===== src/design/cdm_defs.vh =====
`ifndef CDM_DEFS_VH
`define CDM_DEFS_VH

// ==========================================================
// address and data widths
`define CDM_ADDR_W 16
`define CDM_ADDR_ZERO 16'h0000
`define CDM_ADDR_ONE 16'h0001
`define CDM_DIRECT_HIGH 8'h00

// ==========================================================
// addressing modes
`define CDM_MODE_IMM 3'h0
`define CDM_MODE_DIR 3'h1
`define CDM_MODE_EXT 3'h2
`define CDM_MODE_IDX 3'h3
`define CDM_MODE_INH 3'h4
`define CDM_MODE_REL 3'h5

// ==========================================================
// opcode pages and operand counts
`define CDM_PAGE0 2'h0
`define CDM_OPS_NONE 2'h0
`define CDM_OPS_ONE 2'h1
`define CDM_OPS_TWO 2'h2
`define CDM_OPS_THREE 2'h3

// ==========================================================
// bit positions inside the condition_flags_register byte
`define CDM_BIT_STOP 7
`define CDM_BIT_NMI 6
`define CDM_BIT_IRQ 4

`endif


===== src/design/cdm_decoder.v =====
// What this block does
// - reset leaves the nonmaskable mask set, blocking pin interrupts until software clears it.
// - nonmaskable acknowledge, after stacking, sets both the nonmaskable and maskable masks.
// - only reset or nonmaskable acknowledge can set the nonmaskable mask.
// - nonmaskable mask clears only by flags transfer or restore with bit 6 zero.
// - with stop-disable set, stop acts as no_operation; reset sets stop-disable.
// - a 16-bit word is two bytes, high byte at lower address.
// - fetches accept any byte address, no alignment required.
// - 8-bit opcodes on four pages; a prebyte moves decoding off page 0.
// - instruction is optional prebyte, opcode, zero to three operands: one to five bytes.
// - six addressing modes; all but inherent yield an effective address.
// - immediate operand follows opcode; address is the byte after the opcode.
// - direct uses one byte as low address, high byte zero.
// - extended takes the full address from the two bytes after the opcode.
// - indexed adds an unsigned 8-bit offset to the selected index register.
// - inherent carries everything in the opcode, one or two bytes.
// - taken branch adds signed 8-bit offset to the program counter, else falls through.
// - second index register use costs a prebyte and one extra cycle.
// - maskable mask set holds off maskable requests, which stay pending.
`timescale 1ns/1ps
`include "cdm_defs.vh"

module cdm_decoder (
	// clock and reset
	input wire I_CLOCK,
	input wire I_RSTN,
	// memory read port
	output reg [15:0] O_MEM_ADDR,
	output reg O_MEM_RD,
	input wire [7:0] I_MEM_DATA,
	input wire I_MEM_VALID,
	// opcode format lookup
	output reg [1:0] O_LOOKUP_PAGE,
	output reg [7:0] O_LOOKUP_OPCODE,
	input wire I_LOOKUP_PREBYTE,
	input wire [1:0] I_LOOKUP_NEXT_PAGE,
	input wire [2:0] I_LOOKUP_MODE,
	input wire [1:0] I_LOOKUP_OPERANDS,
	input wire I_LOOKUP_SECOND_INDEX,
	input wire I_LOOKUP_STOP,
	// index register values
	input wire [15:0] I_FIRST_INDEX,
	input wire [15:0] I_SECOND_INDEX,
	// decoded instruction
	output reg O_INSN_VALID,
	output reg [1:0] O_INSN_PAGE,
	output reg [7:0] O_INSN_OPCODE,
	output reg [2:0] O_INSN_MODE,
	output reg [2:0] O_INSN_LENGTH,
	output reg [23:0] O_INSN_OPERANDS,
	output reg [15:0] O_INSN_EA,
	output reg O_INSN_EA_VALID,
	output reg [15:0] O_INSN_NEXT_PC,
	output reg O_INSN_EXTRA_CYCLE,
	output reg O_STOP_REQ,
	// execution feedback
	input wire I_EXEC_DONE,
	input wire I_BRANCH_TAKEN,
	input wire I_PC_LOAD,
	input wire [15:0] I_PC_VALUE,
	// condition_flags_register mask writes
	input wire I_FLAGS_TRANSFER,
	input wire I_FLAGS_RESTORE,
	input wire [7:0] I_FLAGS_DATA,
	// interrupt handshakes
	input wire I_NMI_ACK,
	input wire I_IRQ_ACK,
	input wire I_NMI_PENDING,
	input wire I_IRQ_PENDING,
	// mask state
	output reg O_MASK_NMI,
	output reg O_MASK_IRQ,
	output reg O_STOP_DISABLE,
	output reg O_NMI_TAKE,
	output reg O_IRQ_TAKE
);
	// ==========================================================
	// states
	localparam ST_IDLE = 3'h0;
	localparam ST_OPC_REQ = 3'h1;
	localparam ST_OPC_WAIT = 3'h2;
	localparam ST_LOOK = 3'h3;
	localparam ST_OPR_REQ = 3'h4;
	localparam ST_OPR_WAIT = 3'h5;
	localparam ST_ISSUE = 3'h6;
	localparam ST_EXEC = 3'h7;

	reg [2:0] state_reg;
	reg [15:0] pc_reg;
	reg [15:0] opc_addr_reg;
	reg [1:0] page_reg;
	reg pre_reg;
	reg [7:0] opcode_reg;
	reg [2:0] mode_reg;
	reg [1:0] nops_reg;
	reg [1:0] left_reg;
	reg second_reg;
	reg stop_reg;
	reg [23:0] opr_reg;

	wire flags_write;
	wire [15:0] index_sel;
	wire [15:0] ea_calc;
	wire ea_valid_calc;
	wire [15:0] next_pc_calc;
	wire [2:0] length_calc;
	wire prebyte_hit;

	assign flags_write = I_FLAGS_TRANSFER | I_FLAGS_RESTORE;
	assign index_sel = second_reg ? I_SECOND_INDEX : I_FIRST_INDEX;
	assign length_calc = {2'b00, pre_reg} + 3'h1 + {1'b0, nops_reg};
	// one prebyte at most, and only from page 0
	assign prebyte_hit = I_LOOKUP_PREBYTE & (page_reg == `CDM_PAGE0) & ~pre_reg;

	// ==========================================================
	// address forming
	cdm_ea_calc u_ea_calc (
		.i_mode(mode_reg),
		.i_num_ops(nops_reg),
		.i_opc_addr(opc_addr_reg),
		.i_operands(opr_reg),
		.i_index(index_sel),
		.o_ea(ea_calc),
		.o_ea_valid(ea_valid_calc),
		.o_next_pc(next_pc_calc)
	);

	// ==========================================================
	// mask bits
	always @(posedge I_CLOCK or negedge I_RSTN) begin
		if (!I_RSTN) begin
			O_MASK_NMI <= 1'b1;
			O_MASK_IRQ <= 1'b1;
			O_STOP_DISABLE <= 1'b1;
			O_NMI_TAKE <= 1'b0;
			O_IRQ_TAKE <= 1'b0;
		end else begin
			// set by acknowledge only, writes of one are ignored
			if (I_NMI_ACK) begin
				O_MASK_NMI <= 1'b1;
			end else if (flags_write && !I_FLAGS_DATA[`CDM_BIT_NMI]) begin
				O_MASK_NMI <= 1'b0;
			end
			// acknowledge wins over a same-cycle write
			if (I_NMI_ACK || I_IRQ_ACK) begin
				O_MASK_IRQ <= 1'b1;
			end else if (flags_write) begin
				O_MASK_IRQ <= I_FLAGS_DATA[`CDM_BIT_IRQ];
			end
			if (flags_write) begin
				O_STOP_DISABLE <= I_FLAGS_DATA[`CDM_BIT_STOP];
			end
			// pending requests wait while masked
			O_NMI_TAKE <= I_NMI_PENDING & ~O_MASK_NMI;
			O_IRQ_TAKE <= I_IRQ_PENDING & ~O_MASK_IRQ;
		end
	end

	// ==========================================================
	// fetch and decode sequencer
	always @(posedge I_CLOCK or negedge I_RSTN) begin
		if (!I_RSTN) begin
			state_reg <= ST_IDLE;
			pc_reg <= `CDM_ADDR_ZERO;
			opc_addr_reg <= `CDM_ADDR_ZERO;
			page_reg <= `CDM_PAGE0;
			pre_reg <= 1'b0;
			opcode_reg <= 8'h00;
			mode_reg <= `CDM_MODE_INH;
			nops_reg <= `CDM_OPS_NONE;
			left_reg <= `CDM_OPS_NONE;
			second_reg <= 1'b0;
			stop_reg <= 1'b0;
			opr_reg <= 24'h00_0000;
			O_MEM_ADDR <= `CDM_ADDR_ZERO;
			O_MEM_RD <= 1'b0;
			O_LOOKUP_PAGE <= `CDM_PAGE0;
			O_LOOKUP_OPCODE <= 8'h00;
			O_INSN_VALID <= 1'b0;
			O_INSN_PAGE <= `CDM_PAGE0;
			O_INSN_OPCODE <= 8'h00;
			O_INSN_MODE <= `CDM_MODE_INH;
			O_INSN_LENGTH <= 3'h0;
			O_INSN_OPERANDS <= 24'h00_0000;
			O_INSN_EA <= `CDM_ADDR_ZERO;
			O_INSN_EA_VALID <= 1'b0;
			O_INSN_NEXT_PC <= `CDM_ADDR_ZERO;
			O_INSN_EXTRA_CYCLE <= 1'b0;
			O_STOP_REQ <= 1'b0;
		end else begin
			O_MEM_RD <= 1'b0;
			O_INSN_VALID <= 1'b0;
			O_STOP_REQ <= 1'b0;
			case (state_reg)
				ST_IDLE: begin
					if (I_PC_LOAD) begin
						pc_reg <= I_PC_VALUE;
						page_reg <= `CDM_PAGE0;
						pre_reg <= 1'b0;
						state_reg <= ST_OPC_REQ;
					end
				end
				ST_OPC_REQ: begin
					O_MEM_ADDR <= pc_reg;
					O_MEM_RD <= 1'b1;
					state_reg <= ST_OPC_WAIT;
				end
				ST_OPC_WAIT: begin
					if (I_MEM_VALID) begin
						opcode_reg <= I_MEM_DATA;
						O_LOOKUP_OPCODE <= I_MEM_DATA;
						O_LOOKUP_PAGE <= page_reg;
						state_reg <= ST_LOOK;
					end
				end
				ST_LOOK: begin
					pc_reg <= pc_reg + `CDM_ADDR_ONE;
					if (prebyte_hit) begin
						page_reg <= I_LOOKUP_NEXT_PAGE;
						pre_reg <= 1'b1;
						state_reg <= ST_OPC_REQ;
					end else begin
						opc_addr_reg <= pc_reg;
						mode_reg <= I_LOOKUP_MODE;
						nops_reg <= I_LOOKUP_OPERANDS;
						left_reg <= I_LOOKUP_OPERANDS;
						second_reg <= I_LOOKUP_SECOND_INDEX & pre_reg;
						stop_reg <= I_LOOKUP_STOP;
						opr_reg <= 24'h00_0000;
						if (I_LOOKUP_OPERANDS == `CDM_OPS_NONE) begin
							state_reg <= ST_ISSUE;
						end else begin
							state_reg <= ST_OPR_REQ;
						end
					end
				end
				ST_OPR_REQ: begin
					O_MEM_ADDR <= pc_reg;
					O_MEM_RD <= 1'b1;
					state_reg <= ST_OPR_WAIT;
				end
				ST_OPR_WAIT: begin
					if (I_MEM_VALID) begin
						// earlier bytes shift up, first byte ends most significant
						opr_reg <= {opr_reg[15:0], I_MEM_DATA};
						pc_reg <= pc_reg + `CDM_ADDR_ONE;
						left_reg <= left_reg - `CDM_OPS_ONE;
						if (left_reg == `CDM_OPS_ONE) begin
							state_reg <= ST_ISSUE;
						end else begin
							state_reg <= ST_OPR_REQ;
						end
					end
				end
				ST_ISSUE: begin
					page_reg <= `CDM_PAGE0;
					pre_reg <= 1'b0;
					if (stop_reg && O_STOP_DISABLE) begin
						// no_operation: straight on to the next opcode
						state_reg <= ST_OPC_REQ;
					end else begin
						O_INSN_VALID <= 1'b1;
						O_INSN_PAGE <= page_reg;
						O_INSN_OPCODE <= opcode_reg;
						O_INSN_MODE <= mode_reg;
						O_INSN_LENGTH <= length_calc;
						O_INSN_OPERANDS <= opr_reg;
						O_INSN_EA <= ea_calc;
						O_INSN_EA_VALID <= ea_valid_calc;
						O_INSN_NEXT_PC <= next_pc_calc;
						O_INSN_EXTRA_CYCLE <= second_reg;
						O_STOP_REQ <= stop_reg;
						state_reg <= ST_EXEC;
					end
				end
				default: begin
					if (I_PC_LOAD) begin
						pc_reg <= I_PC_VALUE;
						state_reg <= ST_OPC_REQ;
					end else if (I_EXEC_DONE) begin
						if (O_INSN_MODE == `CDM_MODE_REL && I_BRANCH_TAKEN) begin
							pc_reg <= O_INSN_EA;
						end else begin
							pc_reg <= O_INSN_NEXT_PC;
						end
						state_reg <= ST_OPC_REQ;
					end
				end
			endcase
		end
	end
endmodule // cdm_decoder


===== src/design/cdm_ea_calc.v =====
`timescale 1ns/1ps
`include "cdm_defs.vh"

// ==========================================================
// effective address and next instruction address
module cdm_ea_calc (
	// decoded instruction
	input wire [2:0] i_mode,
	input wire [1:0] i_num_ops,
	input wire [15:0] i_opc_addr,
	input wire [23:0] i_operands,
	// selected index value
	input wire [15:0] i_index,
	// results
	output reg [15:0] o_ea,
	output reg o_ea_valid,
	output reg [15:0] o_next_pc
);
	reg [7:0] first_byte;
	reg [7:0] second_byte;
	reg [7:0] last_byte;
	reg [15:0] rel_offset;

	always @* begin
		first_byte = i_operands[7:0];
		second_byte = 8'h00;
		last_byte = i_operands[7:0];
		if (i_num_ops == `CDM_OPS_TWO) begin
			first_byte = i_operands[15:8];
			second_byte = i_operands[7:0];
		end else if (i_num_ops == `CDM_OPS_THREE) begin
			first_byte = i_operands[23:16];
			second_byte = i_operands[15:8];
		end
		// any byte address is legal, plain 16-bit wrap
		o_next_pc = i_opc_addr + `CDM_ADDR_ONE + {14'h0000, i_num_ops};
		rel_offset = {{8{last_byte[7]}}, last_byte};
		o_ea = `CDM_ADDR_ZERO;
		o_ea_valid = 1'b1;
		case (i_mode)
			`CDM_MODE_IMM: o_ea = i_opc_addr + `CDM_ADDR_ONE;
			`CDM_MODE_DIR: o_ea = {`CDM_DIRECT_HIGH, first_byte};
			`CDM_MODE_EXT: o_ea = {first_byte, second_byte};
			`CDM_MODE_IDX: o_ea = i_index + {8'h00, first_byte};
			`CDM_MODE_REL: o_ea = o_next_pc + rel_offset;
			default: begin
				o_ea_valid = 1'b0;
			end
		endcase
	end
endmodule // cdm_ea_calc


===== config.mk =====
export PLATFORM = sky130hd
export DESIGN_NAME = cdm_decoder
export DESIGN_NICKNAME = d
export VERILOG_FILES = /design/src/design/cdm_decoder.v /design/src/design/cdm_ea_calc.v
export VERILOG_INCLUDE_DIRS = /design/src /design/src/design
export SDC_FILE = /design/constraint.sdc
export NUM_CORES = 1
export LEC_CHECK = 0
export CORE_ASPECT_RATIO = 1.5
export CORE_MARGIN = 1.5
export CORE_UTILIZATION = 40
export CTS_CLUSTER_DIAMETER = 80
export CTS_CLUSTER_SIZE = 12
export DETAILED_ROUTE_END_ITERATION = 12
export DONT_BUFFER_PORTS = 1
export GPL_ROUTABILITY_DRIVEN = 1
export SKIP_LAST_GASP = 1
export SLEW_MARGIN = 10
export SYNTH_ARGS = -nofsm -noshare
export SYNTH_HDL_FRONTEND = slang
export SYNTH_SLANG_ARGS = --single-unit
export TNS_END_PERCENT = 1

===== constraint.sdc =====
create_clock -name I_CLOCK -period 3.8 [get_ports I_CLOCK]
set_input_delay 0.38 -clock I_CLOCK [delete_from_list [all_inputs] [get_ports I_CLOCK]]
set_output_delay 0.38 -clock I_CLOCK [all_outputs]
set_load 0.02 [all_outputs]

==> metrics.txt <==
Die Span Y 201 microns; total grt overflow 0; nets@finish 1,314; Hold Slack -0.386 ns; Mean Syn Cell Area 8.89 sq um; Final GP Congestion 0.901; Total Routing Usage GR 0.229; post-route ant nets 0; critical path endpoint category flip-flop; met3 Use GR 0.0449; Initial Util 0.406; drt pass-1 iters 5; top_reg_cell synth dfrtp_1; WL final 30.3 mm; number of clock sinks 179; synth warn 0; fmax 0.271 GHz; port bufs 0; Distinct cells, synth 70; Max VDD drop 414 uV; grt met1 use 0.274; CTS tree done; Reg2Reg Setup Slack 0.11 ns; via count 8,530; top post-synthesis cells by count nand2_1, dfrtp_1, o21ai_0; pre-CTS WS -0.0547 ns; clk slew on worst S/H paths 0.07 ns; transition time at the pin with the least slew margin 1.01 ns; first-pass GRT wire length 47.7 mm; largest net degree at the start of global routing 180; power per cell area 845 nW/um^2; Worst EP arrival 4.02 ns; CP Launch Type flip-flop; outcome finished, violations left; worst path cell trace ha_4 > buf_6 > ha_4 > a21o_1 > and2_4 > nand3b_1 > or3_4 > nor2_4 > xor2_1 > ha_1 > nor2b_1 > a31oi_4 > o211ai_1 > a21oi_1 > mux2i_1 > a211o_1; RSZ-0062 raised after global routing true; Worst R2R Path Depth 16; placed cell areas 11,000 sq um; Post-Place Cells 1,500; synthesis-to-finish area growth 13.7%; Fin Clk Skew 0.0154 ns; GRT busiest layer met2; relative slew slack 0.323; crit path max fanout 4; Mapped Nets 1,293; part of the Yosys area used for sequential elements 0.430; Top Ports 194; fin crit period 3.69 ns; CP max stage cell or3_4; clock buffer depth 2; WL per Instance 19.7 microns; final worst slack 0.110 ns; Final setup viols 0; Rows 72; violated checks negative hold slack; CP required 4.13 ns; max_cap viols 0; DRC 0; worst r2r src opc_addr_reg[1]; Crit path largest cell delay 0.46 ns; Core Area 25,700 sq um; total CTS buffers 17; H-tree depth 4; root buffer cell clkbuf_16; hpwl dp 22.5 mm; initial antenna violation count 1; fin util 0.462; non-filler instance count after layout 1,541; First DRT Iteration DRCs 561; full die area 27,100 sq um; fin area 11,900 sq um; final-report hold violation count 179; most used cell, CP ha_4; buffers and inverters on the worst path 1; worst skew pair latency 0.46 ns; routing usage on met2 0.396; Hold/Removal Path Class in2async; post-synthesis cell count 1,173; Via density 5.54; most frequent cell after synthesis nand2_1; Netlist Area Pre-Place 10,400 sq um; period utilization 0.971; leakage 5.35 nW; EDFF count, synth 0; Crit Path Class reg2reg; ranking of synthesized cells by area dfrtp_1, nand2_1, mux2_2, o21ai_0, ha_1; number of global-route vias before repair 8,449; Post-synth ARST share 1.00; worst r2r dst O_INSN_EA[14]; die width 135 microns; Slew Viols, Final 0; fraction of layout cells with a size suffix above 1 0.164; top-area cell type share of the netlist area 0.417; critical path's top delay family simple AND/OR/NAND/NOR gates; synthesized flop and latch total 179; area leader, netlist dfrtp_1
## worst register-to-register path: stages (launching register included)
cell and delay, ns:
dfrtp_1 0.41, ha_4 0.25, buf_6 0.12, ha_4 0.25, a21o_1 0.10, and2_4 0.14, nand3b_1 0.11, or3_4 0.46
nor2_4 0.14, xor2_1 0.20, ha_1 0.32, nor2b_1 0.19, a31oi_4 0.14, o211ai_1 0.15, a21oi_1 0.21, mux2i_1 0.09
a211o_1 0.28
## placed cells by master, fill, tap and decap left out, types with 10 or more instances in the layout
master / n
nand2_1: 284
dfrtp_1: 174
o21ai_0: 88
a21oi_1: 65
buf_4: 64
mux2_2: 59
nor2_1: 58
xnor2_1: 39
inv_1: 26
mux2i_1: 26
ha_1: 25
nand3_1: 24
xor2_1: 20
clkbuf_16: 17
nor3_1: 13
and3_1: 12
nand2b_1: 11
a221oi_1: 10
## what timing repair did
item / 4_1_cts / 5_1_grt
gates resized for setup: 2 / 30
pin swaps: 4 / 24
hold endpoints to repair: 179 / 179
cloned: 0 / 0
setup endpoints to repair: 3 / 9
buffers inserted: 0 / 8
## how the worst max path moves through the flow
stage                    startpoint       endpoint  slack [ns]  cells after the start
floorplan               nops_reg[1]  O_INSN_EA[15]        0.13                     16
global placement    opc_addr_reg[0]  O_INSN_EA[15]        0.01                     18
detailed placement  opc_addr_reg[0]  O_INSN_EA[15]       -0.05                     18
CTS                 opc_addr_reg[0]  O_INSN_EA[11]        0.02                     16
global route        opc_addr_reg[1]  O_INSN_EA[14]       -0.14                     16
finish              opc_addr_reg[1]  O_INSN_EA[14]        0.11                     16
## stage by stage
step | setup TNS (ns) | total power, mW
after global routing | -0.230 | 10.7
final | 0 | 10.0
after floorplan | 0 | 6.59
after global placement | 0 | 7.88
after detailed placement | -0.0547 | 7.96
after CTS | 0 | 9.82
## cell families after synthesis
| group | count (synthesis) | share of synthesized area |
|---|---|---|
| AND/OR/NAND/NOR | 469 | 0.201 |
| multiplexers | 85 | 0.0887 |
| XOR/XNOR | 64 | 0.0551 |
| buffers and inverters | 90 | 0.0347 |
| flip-flops | 179 | 0.430 |
| AO/OA/AOI/OAI | 252 | 0.148 |
| adder cells (fa/ha/maj) | 34 | 0.0429 |
## cell type report
class	count	area [sq um]
Fill cell	2517	13800
Multi-Input combinational cell	904	5760
Sequential cell	179	4490
Timing Repair Buffer	65	492
Clock buffer	20	457
Tap cell	333	417
Clock inverter	12	150
Inverter	27	101
Antenna cell	1	2.50
## power by group
group / total (mW) / internal (mW) / switching (mW) / leakage [nW]
sequential: 3.89 / 2.55 / 1.34 / 2.33
clock: 1.83 / 1.02 / 0.816 / 0.288
combinational: 4.30 / 1.96 / 2.34 / 2.74
total: 10.0 / 5.52 / 4.50 / 5.35
## per-layer routing
metal / vias to the layer above / routed length (microns)
met5: - / 0
met4: 0 / 1060
met3: 60 / 1430
met2: 246 / 15600
met1: 4098 / 12200
li1: 4126 / -
No activity file was read; power rests on OpenSTA's default activity.
